===== config.mk =====
export PLATFORM = sky130hd
export DESIGN_NAME = instruction_decoder
export DESIGN_NICKNAME = d
export VERILOG_FILES = /design/src/design/function_map.v /design/src/design/cycle_timer.v /design/src/design/instruction_decoder.v
export VERILOG_INCLUDE_DIRS = /design/src /design/src/pkg
export SDC_FILE = /design/constraint.sdc
export NUM_CORES = 1
export LEC_CHECK = 0
export ABC_AREA = 1
export ABC_CLOCK_PERIOD_IN_PS = 3500
export BUFFER_PORTS_ARGS = -buffer_cell sky130_fd_sc_hd__buf_2
export CORE_ASPECT_RATIO = 1.25
export CORE_MARGIN = 3
export CORE_UTILIZATION = 35
export CTS_CLUSTER_SIZE = 16
export DETAILED_ROUTE_END_ITERATION = 8
export GPL_TIMING_DRIVEN = 1
export PLACE_DENSITY = 0.5
export SYNTH_ARGS = -nofsm -noshare
export SYNTH_HDL_FRONTEND = slang
export SYNTH_HIERARCHICAL = 1
export SYNTH_SLANG_ARGS = --single-unit

===== constraint.sdc =====
create_clock -name clock -period 3.5 [get_ports clock]
set_clock_uncertainty 0.15 [all_clocks]
set_input_delay 0.175 -clock clock [delete_from_list [all_inputs] [get_ports clock]]
set_output_delay 0.175 -clock clock [all_outputs]
set_load 0.02 [all_outputs]

===== src/pkg/decoder_regs.vh =====
`ifndef DECODER_REGS_VH
`define DECODER_REGS_VH
// Word, address, tag and function widths.
`define WORD_W 8
`define ADDR_W 12
`define TAG_W 4
`define FUNC_W 6
// First-word fields.
`define FUNC_MSB 5
`define FUNC_LSB 0
`define SEL_MSB 7
`define SEL_LSB 6
// Storage sizes.
`define BASE_WORDS 12'h800
`define FULL_WORDS 13'h1000
// Storage cycle timing.
`define STORE_CYCLE_NS 4000
`define CLOCK_NS 10
// Function codes (hex, six bits).
`define OP_ERROR_HALT 6'h00
`define OP_SHIFT 6'h01
`define OP_ACC_TO_EXT 6'h02
`define OP_EXT_TO_ACC 6'h03
`define OP_ACC_TO_BUF_ENT 6'h04
`define OP_ACC_TO_BUF_EXIT 6'h05
`define OP_BUF_ENT_TO_ACC 6'h06
`define OP_CLEAR_BUF_CTRL 6'h07
`define OP_AND_IMM 6'h08
`define OP_AND_DIR 6'h09
`define OP_AND_IND 6'h0A
`define OP_CLEAR_INT 6'h0B
`define OP_OR_IMM 6'h0C
`define OP_OR_DIR 6'h0D
`define OP_OR_IND 6'h0E
`define OP_LOAD_IMM 6'h10
`define OP_LOAD_DIR 6'h11
`define OP_LOAD_IND 6'h12
`define OP_LOADC_DIR 6'h15
`define OP_LOADC_IND 6'h16
`define OP_ADD_IMM 6'h18
`define OP_ADD_DIR 6'h19
`define OP_ADD_IND 6'h1A
`define OP_SUB_IMM 6'h1C
`define OP_SUB_DIR 6'h1D
`define OP_SUB_IND 6'h1E
`define OP_STORE_DIR 6'h21
`define OP_STORE_IND 6'h22
`define OP_REPLACE_ADD 6'h29
`define OP_REPLACE_INC 6'h2D
`define OP_JUMP_ZERO 6'h30
`define OP_JUMP_NONZERO 6'h31
`define OP_JUMP_POS 6'h32
`define OP_JUMP_NEG 6'h33
`define OP_JUMP_ALWAYS 6'h34
`define OP_BUF_INPUT 6'h38
`define OP_BUF_OUTPUT 6'h39
`define OP_INPUT_BLOCK 6'h3A
`define OP_OUTPUT_BLOCK 6'h3B
`define OP_OUTPUT_IMM 6'h3C
`define OP_EXT_FUNCTION 6'h3D
`define OP_INPUT_TO_ACC 6'h3E
`define OP_HALT 6'h3F
// Addressing modes.
`define MODE_NONE 2'h0
`define MODE_IMM 2'h1
`define MODE_DIR 2'h2
`define MODE_IND 2'h3
// Operation classes.
`define CLS_NONE 5'h00
`define CLS_LOAD 5'h01
`define CLS_LOADC 5'h02
`define CLS_STORE 5'h03
`define CLS_ADD 5'h04
`define CLS_SUB 5'h05
`define CLS_OR 5'h06
`define CLS_AND 5'h07
`define CLS_REPL_ADD 5'h08
`define CLS_REPL_INC 5'h09
`define CLS_ACC_TO_EXT 5'h0A
`define CLS_EXT_TO_ACC 5'h0B
`define CLS_JUMP 5'h0C
`define CLS_CLEAR_INT 5'h0D
`define CLS_ERROR_HALT 5'h0E
`define CLS_HALT 5'h0F
`define CLS_EXT_FUNC 5'h10
`define CLS_IN_ACC 5'h11
`define CLS_IN_BLOCK 5'h12
`define CLS_OUT_IMM 5'h13
`define CLS_OUT_BLOCK 5'h14
`define CLS_BUF_ENT 5'h15
`define CLS_BUF_EXIT 5'h16
`define CLS_BUF_TO_ACC 5'h17
`define CLS_CLR_BUF 5'h18
`define CLS_BUF_IN 5'h19
`define CLS_BUF_OUT 5'h1A
`define CLS_SHIFT 5'h1B
// Jump conditions.
`define JC_ZERO 3'h0
`define JC_NONZERO 3'h1
`define JC_POS 3'h2
`define JC_NEG 3'h3
`define JC_ALWAYS 3'h4
// Reset values.
`define PC_RESET 12'h000
`define TAG_RESET 4'h0
`endif


===== src/design/function_map.v =====
`include "decoder_regs.vh"
module function_map
(
  // First instruction word.
  input wire [7:0] first_word,
  // Decoded result.
  output reg [4:0] op_class,
  output reg [1:0] addr_mode,
  output reg [2:0] jump_cond,
  output reg unimplemented
);
  wire [5:0] func;
  assign func = first_word[`FUNC_MSB:`FUNC_LSB];
  always @*
  begin
    op_class = `CLS_NONE;
    addr_mode = `MODE_NONE;
    jump_cond = `JC_ALWAYS;
    unimplemented = 1'b0;
    case (func)
      `OP_LOAD_IMM: begin op_class = `CLS_LOAD; addr_mode = `MODE_IMM; end
      `OP_LOAD_DIR: begin op_class = `CLS_LOAD; addr_mode = `MODE_DIR; end
      `OP_LOAD_IND: begin op_class = `CLS_LOAD; addr_mode = `MODE_IND; end
      `OP_LOADC_DIR: begin op_class = `CLS_LOADC; addr_mode = `MODE_DIR; end
      `OP_LOADC_IND: begin op_class = `CLS_LOADC; addr_mode = `MODE_IND; end
      `OP_STORE_DIR: begin op_class = `CLS_STORE; addr_mode = `MODE_DIR; end
      `OP_STORE_IND: begin op_class = `CLS_STORE; addr_mode = `MODE_IND; end
      `OP_ADD_IMM: begin op_class = `CLS_ADD; addr_mode = `MODE_IMM; end
      `OP_ADD_DIR: begin op_class = `CLS_ADD; addr_mode = `MODE_DIR; end
      `OP_ADD_IND: begin op_class = `CLS_ADD; addr_mode = `MODE_IND; end
      `OP_SUB_IMM: begin op_class = `CLS_SUB; addr_mode = `MODE_IMM; end
      `OP_SUB_DIR: begin op_class = `CLS_SUB; addr_mode = `MODE_DIR; end
      `OP_SUB_IND: begin op_class = `CLS_SUB; addr_mode = `MODE_IND; end
      `OP_REPLACE_INC: begin op_class = `CLS_REPL_INC; addr_mode = `MODE_DIR; end
      `OP_REPLACE_ADD: begin op_class = `CLS_REPL_ADD; addr_mode = `MODE_DIR; end
      `OP_OR_IMM: begin op_class = `CLS_OR; addr_mode = `MODE_IMM; end
      `OP_OR_DIR: begin op_class = `CLS_OR; addr_mode = `MODE_DIR; end
      `OP_OR_IND: begin op_class = `CLS_OR; addr_mode = `MODE_IND; end
      `OP_AND_IMM: begin op_class = `CLS_AND; addr_mode = `MODE_IMM; end
      `OP_AND_DIR: begin op_class = `CLS_AND; addr_mode = `MODE_DIR; end
      `OP_AND_IND: begin op_class = `CLS_AND; addr_mode = `MODE_IND; end
      `OP_ACC_TO_EXT: op_class = `CLS_ACC_TO_EXT;
      `OP_EXT_TO_ACC: op_class = `CLS_EXT_TO_ACC;
      `OP_JUMP_ZERO: begin op_class = `CLS_JUMP; jump_cond = `JC_ZERO; end
      `OP_JUMP_NONZERO: begin op_class = `CLS_JUMP; jump_cond = `JC_NONZERO; end
      `OP_JUMP_POS: begin op_class = `CLS_JUMP; jump_cond = `JC_POS; end
      `OP_JUMP_NEG: begin op_class = `CLS_JUMP; jump_cond = `JC_NEG; end
      `OP_JUMP_ALWAYS: begin op_class = `CLS_JUMP; jump_cond = `JC_ALWAYS; end
      `OP_CLEAR_INT: op_class = `CLS_CLEAR_INT;
      `OP_ERROR_HALT: op_class = `CLS_ERROR_HALT;
      `OP_HALT: op_class = `CLS_HALT;
      `OP_EXT_FUNCTION: begin op_class = `CLS_EXT_FUNC; addr_mode = `MODE_IMM; end
      `OP_INPUT_TO_ACC: op_class = `CLS_IN_ACC;
      `OP_INPUT_BLOCK: begin op_class = `CLS_IN_BLOCK; addr_mode = `MODE_DIR; end
      `OP_OUTPUT_IMM: begin op_class = `CLS_OUT_IMM; addr_mode = `MODE_IMM; end
      `OP_OUTPUT_BLOCK: begin op_class = `CLS_OUT_BLOCK; addr_mode = `MODE_DIR; end
      `OP_ACC_TO_BUF_ENT: op_class = `CLS_BUF_ENT;
      `OP_ACC_TO_BUF_EXIT: op_class = `CLS_BUF_EXIT;
      `OP_BUF_ENT_TO_ACC: op_class = `CLS_BUF_TO_ACC;
      `OP_CLEAR_BUF_CTRL: op_class = `CLS_CLR_BUF;
      `OP_BUF_INPUT: begin op_class = `CLS_BUF_IN; addr_mode = `MODE_DIR; end
      `OP_BUF_OUTPUT: begin op_class = `CLS_BUF_OUT; addr_mode = `MODE_DIR; end
      `OP_SHIFT: op_class = `CLS_SHIFT;
      default: unimplemented = 1'b1;
    endcase
  end
endmodule


===== src/design/cycle_timer.v =====
`include "decoder_regs.vh"
module cycle_timer
(
  // Clock and reset.
  input wire clock,
  input wire rst_b,
  // Start of a storage reference and its end.
  input wire start,
  output reg done
);
  localparam [31:0] CYCLE_WIDE = `STORE_CYCLE_NS / `CLOCK_NS;
  localparam [8:0] CYCLE_COUNT = CYCLE_WIDE[8:0];
  reg [8:0] count;
  reg running;
  always @(posedge clock)
  begin
    if (!rst_b)
    begin
      count <= 9'h000;
      running <= 1'b0;
      done <= 1'b0;
    end
    else
    begin
      done <= 1'b0;
      if (start && !running)
      begin
        running <= 1'b1;
        count <= CYCLE_COUNT - 9'h001;
      end
      else if (running)
      begin
        if (count == 9'h001)
        begin
          running <= 1'b0;
          done <= 1'b1;
        end
        count <= count - 9'h001;
      end
    end
  end
endmodule


===== src/design/instruction_decoder.v =====
`include "decoder_regs.vh"
module instruction_decoder
(
  // Clock and reset.
  input wire clock,
  input wire rst_b,
  // Core memory read port.
  output reg mem_read,
  output reg [11:0] mem_addr,
  input wire [7:0] mem_data,
  // Storage size option.
  input wire large_store,
  // Execution side: accumulator state and tag writes.
  input wire [7:0] acc,
  input wire tag_write,
  input wire [1:0] tag_write_sel,
  input wire [3:0] tag_write_data,
  input wire go,
  // Decoded instruction.
  output reg instr_valid,
  output reg [5:0] func_code,
  output reg [1:0] tag_select,
  output reg [4:0] op_class,
  output reg [1:0] addr_mode,
  output reg [7:0] operand,
  output reg [11:0] operand_addr,
  output reg jump_taken,
  output reg unimplemented,
  output reg [11:0] pc,
  output reg halted
);
  localparam [2:0] ST_FETCH1 = 3'h0;
  localparam [2:0] ST_FETCH2 = 3'h1;
  localparam [2:0] ST_INDIRECT = 3'h2;
  localparam [2:0] ST_DONE = 3'h3;
  localparam [2:0] ST_HALT = 3'h4;
  localparam [2:0] ST_WAIT = 3'h5;
  reg [2:0] state;
  reg [7:0] first_word;
  reg [7:0] second_word;
  reg [3:0] tag_reg [1:3];
  reg [3:0] sel_tag;
  reg start;
  reg cond_met;
  reg [11:0] next_pc;
  reg [11:0] wrap_mask;
  wire done;
  wire [4:0] dec_class;
  wire [1:0] dec_mode;
  wire [2:0] dec_cond;
  wire dec_unimpl;
  // Word decoding of the captured first word.
  function_map u_map
  (
    .first_word(first_word),
    .op_class(dec_class),
    .addr_mode(dec_mode),
    .jump_cond(dec_cond),
    .unimplemented(dec_unimpl)
  );
  // Storage cycle pacing.
  cycle_timer u_timer
  (
    .clock(clock),
    .rst_b(rst_b),
    .start(start),
    .done(done)
  );
  // Tag registers 1 to 3, each four bits.
  genvar gi;
  generate
    for (gi = 1; gi <= 3; gi = gi + 1)
    begin : g_tag
      localparam [31:0] TAG_NUM = gi;
      always @(posedge clock)
      begin
        if (!rst_b)
          tag_reg[gi] <= `TAG_RESET;
        else if (tag_write && tag_write_sel == TAG_NUM[1:0])
          tag_reg[gi] <= tag_write_data;
      end
    end
  endgenerate
  // Tag zero selects no extension.
  always @*
  begin
    sel_tag = `TAG_RESET;
    if (first_word[`SEL_MSB:`SEL_LSB] != 2'h0)
      sel_tag = tag_reg[first_word[`SEL_MSB:`SEL_LSB]];
  end
  // Jump condition on the accumulator.
  always @*
  begin
    case (dec_cond)
      `JC_ZERO: cond_met = (acc == 8'h00);
      `JC_NONZERO: cond_met = (acc != 8'h00);
      `JC_POS: cond_met = !acc[7];
      `JC_NEG: cond_met = acc[7];
      default: cond_met = 1'b1;
    endcase
  end
  // Address wrap for the base or full store.
  always @*
  begin
    wrap_mask = large_store ? 12'hFFF : (`BASE_WORDS - 12'h001);
  end
  // Sequencing.
  always @(posedge clock)
  begin
    if (!rst_b)
    begin
      state <= ST_FETCH1;
      first_word <= 8'h00;
      second_word <= 8'h00;
      start <= 1'b0;
      mem_read <= 1'b0;
      mem_addr <= `PC_RESET;
      instr_valid <= 1'b0;
      func_code <= 6'h00;
      tag_select <= 2'h0;
      op_class <= `CLS_NONE;
      addr_mode <= `MODE_NONE;
      operand <= 8'h00;
      operand_addr <= 12'h000;
      jump_taken <= 1'b0;
      unimplemented <= 1'b0;
      pc <= `PC_RESET;
      next_pc <= `PC_RESET;
      halted <= 1'b0;
    end
    else
    begin
      start <= 1'b0;
      instr_valid <= 1'b0;
      case (state)
        ST_FETCH1:
        begin
          if (!mem_read)
          begin
            mem_read <= 1'b1;
            mem_addr <= pc & wrap_mask;
            start <= 1'b1;
          end
          else if (done)
          begin
            first_word <= mem_data;
            mem_addr <= (pc + 12'h001) & wrap_mask;
            start <= 1'b1;
            state <= ST_FETCH2;
          end
        end
        ST_FETCH2:
        begin
          if (done)
          begin
            second_word <= mem_data;
            if (dec_mode == `MODE_IND)
            begin
              mem_addr <= {4'h0, mem_data};
              start <= 1'b1;
              state <= ST_INDIRECT;
            end
            else
            begin
              mem_read <= 1'b0;
              operand <= mem_data;
              operand_addr <= {sel_tag, mem_data} & wrap_mask;
              state <= ST_DONE;
            end
          end
        end
        ST_INDIRECT:
        begin
          if (done)
          begin
            mem_read <= 1'b0;
            operand <= second_word;
            operand_addr <= {sel_tag, mem_data} & wrap_mask;
            state <= ST_DONE;
          end
        end
        ST_DONE:
        begin
          instr_valid <= 1'b1;
          func_code <= first_word[`FUNC_MSB:`FUNC_LSB];
          tag_select <= first_word[`SEL_MSB:`SEL_LSB];
          op_class <= dec_class;
          addr_mode <= dec_mode;
          unimplemented <= dec_unimpl;
          jump_taken <= (dec_class == `CLS_JUMP) && cond_met;
          if (dec_class == `CLS_JUMP && cond_met)
            next_pc <= {sel_tag, second_word} & wrap_mask;
          else
            next_pc <= (pc + 12'h002) & wrap_mask;
          if (dec_class == `CLS_HALT || dec_class == `CLS_ERROR_HALT || dec_unimpl)
          begin
            halted <= 1'b1;
            state <= ST_HALT;
          end
          else
            state <= ST_WAIT;
        end
        ST_WAIT:
        begin
          if (go)
          begin
            pc <= next_pc;
            state <= ST_FETCH1;
          end
        end
        ST_HALT:
          state <= ST_HALT;
        default: state <= ST_FETCH1;
      endcase
    end
  end
endmodule


**After elaboration in Yosys (flattened, before gate mapping)**

Memory sizes are Yosys's and may differ from the RTL's. A register that Yosys moved wholly into a read port is not among the register bits.
Index checks and enable logic that the tools add are counted.
Widths: inputs -> output; s select.

- Register bits: 107
- Memory bits (writable): 12
- Logic and storage cells: 203
- Memories kept: 1

Memory list:

| memory | depth | width | rd ports | clocked after memory_dff | wr ports | RTL line | text |
|---|---|---|---|---|---|---|---|
| tag_reg | 3 | 4 | 1 | 1 | 3 | instruction_decoder.v:41 | `reg [3:0] tag_reg [1:3];` |

- $add $sub $neg: 3
- Eq/ne operators: 66
- Mux-type cells: 60
- Bitwise logic cells: 10
- Reductions and logical operators: 41

Operators with widths:

| cell | number |
|---|---|
| $pmux 5 s27 | 1 |
| $mux 12 | 9 |
| $eq 6x6->1 const B | 17 |
| $eq 6x5->1 const B | 11 |
| $and 12x12->12 | 5 |
| $pmux 12 s2 | 2 |
| $reduce_or 43->1 | 1 |
| $eq 6x4->1 const B | 7 |
| $mux 1 | 25 |
| $eq 6x3->1 const B | 4 |
| $mux 8 | 3 |
| $mux 9 | 2 |
| $pmux 3 s6 | 1 |
| $reduce_or 3->1 | 6 |
| $mux 4 | 4 |
| $pmux 8 s2 | 1 |
| $eq 5x4->1 const B | 3 |
| $mux 3 | 5 |
| $reduce_or 7->1 | 2 |
| $reduce_or 13->1 | 1 |
| $add 12x1->12 const B | 1 |
| $add 12x2->12 const B | 1 |
| $eq 3x2->1 const B | 4 |
| $eq 6x2->1 const B | 2 |
| other kinds (33) | 62 |

**Depth between registers and ports, before layout**

- Depth in word-level cells: 8
- Mapped depth: 17
- Gate-level depth less buffers: 16

**Modules after synthesis**

The synthesis kept the hierarchy.

Modules (own cells, without submodules):

| module | instances | cells an instance | area an instance (um^2) | sequential area each (um^2) |
|---|---|---|---|---|
| instruction_decoder | 1 | 625 | 4,792.1 | 2,322.2 |
| function_map | 1 | 118 | 646.9 | 0.0 |
| cycle_timer | 1 | 85 | 564.3 | 220.2 |

**Worst setup path before layout**

OpenSTA, ideal clock, no wires.

- Path kind: reg2reg
- From: register first_word[3]
- To: register next_pc[10]
- Setup time: 0.109 ns
- Arrival: 2.126 ns
- Required time: 3.241 ns
- Slack: 1.116 ns
- Stages on the path, launching flop included: 17
- Path through: dfxtp_1 -> clkbuf_4 -> nor2_2 -> buf_6 -> nand3_1 -> nand2_1 -> inv_2 -> nand2_2 -> nor2_1 -> nand3b_1 -> nor4_4 -> nand2_1 -> buf_4 -> nand2_1 -> nand3_1 -> nand2_1 -> inv_1

- Word-level cells in the longest chain between the ends: 6

RTL lines:

| element | RTL line | text |
|---|---|---|
| start, declared | instruction_decoder.v:39 | `reg [7:0] first_word;` |
| start signal, assigned | instruction_decoder.v:146 | `first_word <= mem_data;` |
| $eq 6x6->1, or another cell as far along | function_map.v:20 | `case (func)` |
| $reduce_or 5->1 (no line), or another cell as far along | - |  |
| $pmux 5 s27 * | function_map.v:20 |  |
| net dec_class[1] | instruction_decoder.v:48 | `wire [4:0] dec_class;` |
| $eq 5x4->1 (no line) * | - |  |
| $logic_and 1x1->1 * | instruction_decoder.v:191 | `` if (dec_class == `CLS_JUMP && cond_met) `` |
| $mux 12 * | instruction_decoder.v:191 |  |
| end signal, assigned | instruction_decoder.v:128 | `` next_pc <= `PC_RESET; `` |
| end signal, assigned | instruction_decoder.v:192 | `next_pc <= {sel_tag, second_word} & wrap_mask;` |
| end signal, assigned | instruction_decoder.v:194 | `next_pc <= (pc + 12'h002) & wrap_mask;` |
| end, declared | instruction_decoder.v:45 | `reg [11:0] next_pc;` |

Mark *: on every way through the listed nets, which the timed path passes. The rest lies on a longest branch.
A chain may end at the register's enable or synchronous reset.

**Final worst setup path**

- From: register first_word[0]
- To: register next_pc[3]

Same word-level chain as after synthesis.

==> flow_results.xml <==
<?xml version="1.0" encoding="UTF-8"?>
<metrics>
  <group name="cts">
    <metric name="ctsRootBufferMaster" unit="">sky130_fd_sc_hd__clkbuf_16</metric>
    <metric name="cts_setup_buffers" unit="">0</metric>
    <metric name="cts_htree_levels" unit="">4</metric>
    <metric name="clock_sink_count" unit="">121</metric>
    <metric name="cts_resized" unit="">0</metric>
    <metric name="clk-insertion-delay-late" unit="ns">0.42</metric>
    <metric name="ctsLongestPathBuffers" unit="">2</metric>
    <metric name="numCtsBuffers" unit="">17</metric>
    <metric name="cts_tree" unit="">yes</metric>
    <metric name="clk_transition_reported_paths" unit="ns">0.06</metric>
  </group>
  <group name="routing">
    <metric name="vias" unit="">5674</metric>
    <metric name="drcViolationCount" unit="">0</metric>
    <metric name="drt-wirelength-per-cell" unit="um">15.0</metric>
    <metric name="detail_route.vias_per_cell" unit="">4.92</metric>
    <metric name="detail_route.wirelength" unit="um">17300</metric>
    <metric name="detailedRoute.firstPassIterationCount" unit="">5</metric>
    <metric name="final_antenna_net_count" unit="">0</metric>
    <metric name="detail_route.iter0.violations" unit="">325</metric>
  </group>
  <group name="pwr">
    <metric name="leakagePower" unit="nW">3.21</metric>
    <metric name="power_frac_seq" unit="">0.405</metric>
    <metric name="part_of_the_total_power_dissipated_in_the_clock_network" unit="">0.508</metric>
    <metric name="power_frac_comb" unit="">0.087</metric>
    <metric name="max-vdd-ir-drop" unit="mV">0.297</metric>
    <metric name="cellInternalPower" unit="mW">2.68</metric>
    <metric name="power.switching_fraction" unit="">0.261</metric>
    <metric name="switching_power" unit="uW">948</metric>
    <metric name="cellPowerDensity" unit="mW/mm^2">494</metric>
  </group>
  <group name="timing">
    <metric name="finalMaxSlewViolations" unit="">0</metric>
    <metric name="post_route_worst_setup_slack" unit="ns">0.447</metric>
    <metric name="report.final.hold_viol_count" unit="">0</metric>
    <metric name="tightest_slew" unit="ns">0.910</metric>
    <metric name="setup_repair_after_global_routing_missed_its_margin" unit="">false</metric>
    <metric name="final_min_period_over_clock_period" unit="">0.872</metric>
    <metric name="hold-worst-slack" unit="ns">0.0177</metric>
    <metric name="fmax" unit="MHz">328</metric>
    <metric name="clock_period_minus_final_worst_setup_slack" unit="ns">3.05</metric>
    <metric name="max-slew-margin-rel" unit="">0.392</metric>
    <metric name="setup_viol" unit="">0</metric>
    <metric name="setup_total_neg_slack" unit="ns">0</metric>
  </group>
  <group name="setup_path">
    <metric name="worstRegToRegCells" unit="">15</metric>
    <metric name="slowest_stage" unit="">sky130_fd_sc_hd__dfxtp_1</metric>
    <metric name="setup.worst_path.end_class" unit="">flip-flop</metric>
    <metric name="worstPathBufferInverterCount" unit="">4</metric>
    <metric name="crit_path_start_kind" unit="">flip-flop</metric>
    <metric name="worst_path_most_repeated_cell" unit="">sky130_fd_sc_hd__nor2_1</metric>
    <metric name="r2r_end" unit="">next_pc[3]$_SDFFE_PN0P_</metric>
    <metric name="cp_data_required_time" unit="ns">3.66</metric>
    <metric name="worst_reg2reg_startpoint" unit="">first_word[0]$_SDFFE_PN0P_</metric>
    <metric name="crit_chain" unit="">inv_2 &gt; nand2_2 &gt; inv_2 &gt; nand3_2 &gt; nand2_1 &gt; inv_2 &gt; nand2_2 &gt; nor2_1 &gt; nand3b_1 &gt; nor4_4 &gt; nand2_1 &gt; inv_1 &gt; nor2_1 &gt; nor2_1 &gt; nor2_1</metric>
    <metric name="worst-r2r-setup-slack" unit="ns">0.45</metric>
    <metric name="worst-setup-path-type" unit="">reg2reg</metric>
    <metric name="path_depth" unit="">15</metric>
    <metric name="startpoint" unit="">first_word[0]$_SDFFE_PN0P_</metric>
    <metric name="timing.critical_path.fanout_max" unit="">15</metric>
    <metric name="timing.critical_path.max_delay_family" unit="">simple AND/OR/NAND/NOR gates</metric>
    <metric name="cpPeakStageDelay" unit="ns">0.53</metric>
    <metric name="endpoint" unit="">next_pc[3]$_SDFFE_PN0P_</metric>
    <metric name="worst-endpoint-arrival" unit="ns">3.21</metric>
  </group>
  <group name="synthesis">
    <metric name="synth.top_cells.by_area" unit="">sky130_fd_sc_hd__dfxtp_1, sky130_fd_sc_hd__nor2_1, sky130_fd_sc_hd__o21ai_0</metric>
    <metric name="postSynthRegisterBits" unit="">121</metric>
    <metric name="ys.flop_type" unit="">sky130_fd_sc_hd__dfxtp_1</metric>
    <metric name="yosys-top-cells-count" unit="">sky130_fd_sc_hd__nor2_1, sky130_fd_sc_hd__nand2_1, sky130_fd_sc_hd__dfxtp_1, sky130_fd_sc_hd__o21ai_0, sky130_fd_sc_hd__inv_1</metric>
    <metric name="synth_top_area_frac" unit="">0.363</metric>
    <metric name="synth_area_leader_cell" unit="">sky130_fd_sc_hd__dfxtp_1</metric>
    <metric name="synth-async-reset-ratio" unit="">0</metric>
    <metric name="ys_types" unit="">38</metric>
    <metric name="syn_area" unit="mm^2">0.00600</metric>
    <metric name="synth_enable_flop_cells" unit="">12</metric>
    <metric name="yosys.cell_count.top_type" unit="">sky130_fd_sc_hd__nor2_1</metric>
    <metric name="ys_warn_count" unit="">6</metric>
    <metric name="synth_fp_nets" unit="">859</metric>
    <metric name="synth-seq-area-share" unit="">0.424</metric>
    <metric name="post_synth.cell_area_avg" unit="um^2">7.25</metric>
    <metric name="synthesis.instances" unit="">828</metric>
  </group>
  <group name="floorplan">
    <metric name="dieArea" unit="mm^2">0.0188</metric>
    <metric name="placeableCoreArea" unit="mm^2">0.0165</metric>
    <metric name="floorplan.rows" unit="">52</metric>
    <metric name="boundaryPins" unit="">91</metric>
    <metric name="die_height" unit="um">152</metric>
    <metric name="start_util" unit="">0.363</metric>
    <metric name="floorplan.die.width" unit="um">123</metric>
  </group>
  <group name="layout">
    <metric name="final_core_utilization" unit="">0.445</metric>
    <metric name="drive_above_1_share" unit="">0.207</metric>
    <metric name="layout.filler_cells" unit="">1726</metric>
    <metric name="multiInputGateArea" unit="mm^2">0.00295</metric>
    <metric name="antenna_cells" unit="">0</metric>
    <metric name="area.growth.synth_to_final" unit="%">22.4</metric>
    <metric name="sequential_cell_area" unit="mm^2">0.00254</metric>
    <metric name="fin_nets" unit="">955</metric>
  </group>
  <group name="flow_run">
    <metric name="maxcap_viol_count" unit="">0</metric>
  </group>
  <group name="global_route">
    <metric name="track_usage" unit="">0.192</metric>
    <metric name="gr-total-overflow" unit="">0</metric>
    <metric name="maximum_number_of_pins_on_one_net_before_global_route_repair" unit="">44</metric>
    <metric name="grt_antenna_before_repair" unit="">0</metric>
    <metric name="grt_first_pass_wirelength" unit="um">28400</metric>
    <metric name="grt_pass1_vias" unit="">5426</metric>
  </group>
  <group name="placement">
    <metric name="post-dp-hpwl" unit="um">12800</metric>
    <metric name="routabilityCongestion" unit="">0.911</metric>
    <metric name="place.port_buffers" unit="">90</metric>
    <metric name="placement.setup.worst_slack" unit="ns">0.462</metric>
  </group>
  <group name="run_status">
    <metric name="run_status" unit="">complete, no violations</metric>
  </group>
  <group name="worst_hold_path">
    <metric name="min_path_type" unit="">in2reg</metric>
  </group>
</metrics>
==> worst reg2reg max path, delay by kind of cell (launching register included) <==
family	cells	cell delay (ns)
and+or+nand+nor	11	1.73
DFF	1	0.53
buffers and inverters	4	0.53
==> cell usage in the layout (no fill, tap or decap), drive strengths merged, types with 9 or more instances in the layout <==
cell | Yosys | routed
nor2 | 146 | 146
nand2 | 131 | 131
dfxtp | 109 | 109
inv | 96 | 101
o21ai | 100 | 100
buf | 9 | 94
nand3 | 71 | 71
a21oi | 61 | 61
clkbuf | 21 | 17
dlygate4sd3 | 0 | 13
edfxtp | 12 | 12
nor3 | 12 | 12
a211oi | 10 | 10
o211ai | 9 | 9
xor2 | 9 | 9
==> per-layer routing <==
metal	GRT usage	part of all wire	vias up
met5	0	0	-
met4	0.0633	0.017	0
met3	0.0483	0.050	23
met2	0.306	0.48	137
met1	0.253	0.45	2577
li1	-	-	2937
==> kinds of logic (layout without fill, tap and decap cells) <==
| family | after synthesis | in the layout | share of synthesized area |
|---|---|---|---|
| buffers and inverters | 127 | 236 | 0.0867 |
| AO/OA/AOI/OAI | 191 | 191 | 0.174 |
| adder cells (fa/ha/maj) | 4 | 4 | 0.00834 |
| flip-flops | 121 | 121 | 0.424 |
| AND/OR/NAND/NOR | 376 | 376 | 0.295 |
| XOR/XNOR | 9 | 9 | 0.0131 |
==> timing repair <==
action,4_1_cts,5_1_grt
endpoints found under the setup margin,0,0
endpoints found under the hold margin,34,0
hold buffers,13,0
==> layout make-up <==
type	instances	share of cell area
clock buffers	17	0.0579
clock inverters	15	0.0262
inverters	97	0.0495
multi-input cells	580	0.401
flip-flops and latches	121	0.346
well taps	216	0.0368
repair buffers	107	0.0831
==> per-stage QoR <==
stage               instance area, um^2  total power [mW]  cells
floorplan                          6000              1.71    828
global route                       7350              3.76   1153
finish                             7350              3.63   1153
CTS                                7350              3.66   1153
detailed placement                 6600              1.81   1108
global placement                   6600              1.81   1108
==> power groups by stage <==
| stage | Combinational, mW | Sequential (mW) | Clock [mW] |
|---|---|---|---|
| after global routing | 0.354 | 1.48 | 1.93 |
| after CTS | 0.318 | 1.47 | 1.87 |
| after floorplan | 0.199 | 1.51 | 0 |
| after global placement | 0.308 | 1.50 | 0 |
| final | 0.314 | 1.47 | 1.84 |
| after detailed placement | 0.306 | 1.50 | 0 |
==> worst min-delay path by stage <==
stage / start / slack (ns) / end / cells past startpoint
finish: mem_data[4] / 0.02 / operand[4]$_SDFFE_PN0P_ / 3
global route: mem_data[4] / 0.04 / second_word[4]$_SDFFE_PN0P_ / 3
CTS: mem_data[4] / 0.02 / operand[4]$_SDFFE_PN0P_ / 3
detailed placement: mem_addr[8]$_SDFFE_PN0P_ / 0.31 / mem_addr[8]$_SDFFE_PN0P_ / 2
global placement: mem_addr[10]$_SDFFE_PN0P_ / 0.30 / mem_addr[10]$_SDFFE_PN0P_ / 2
floorplan: rst_b / 0.15 / u_timer/count[7]$_SDFFE_PN0P_ / 2
Power figures use the tool's default switching activity.
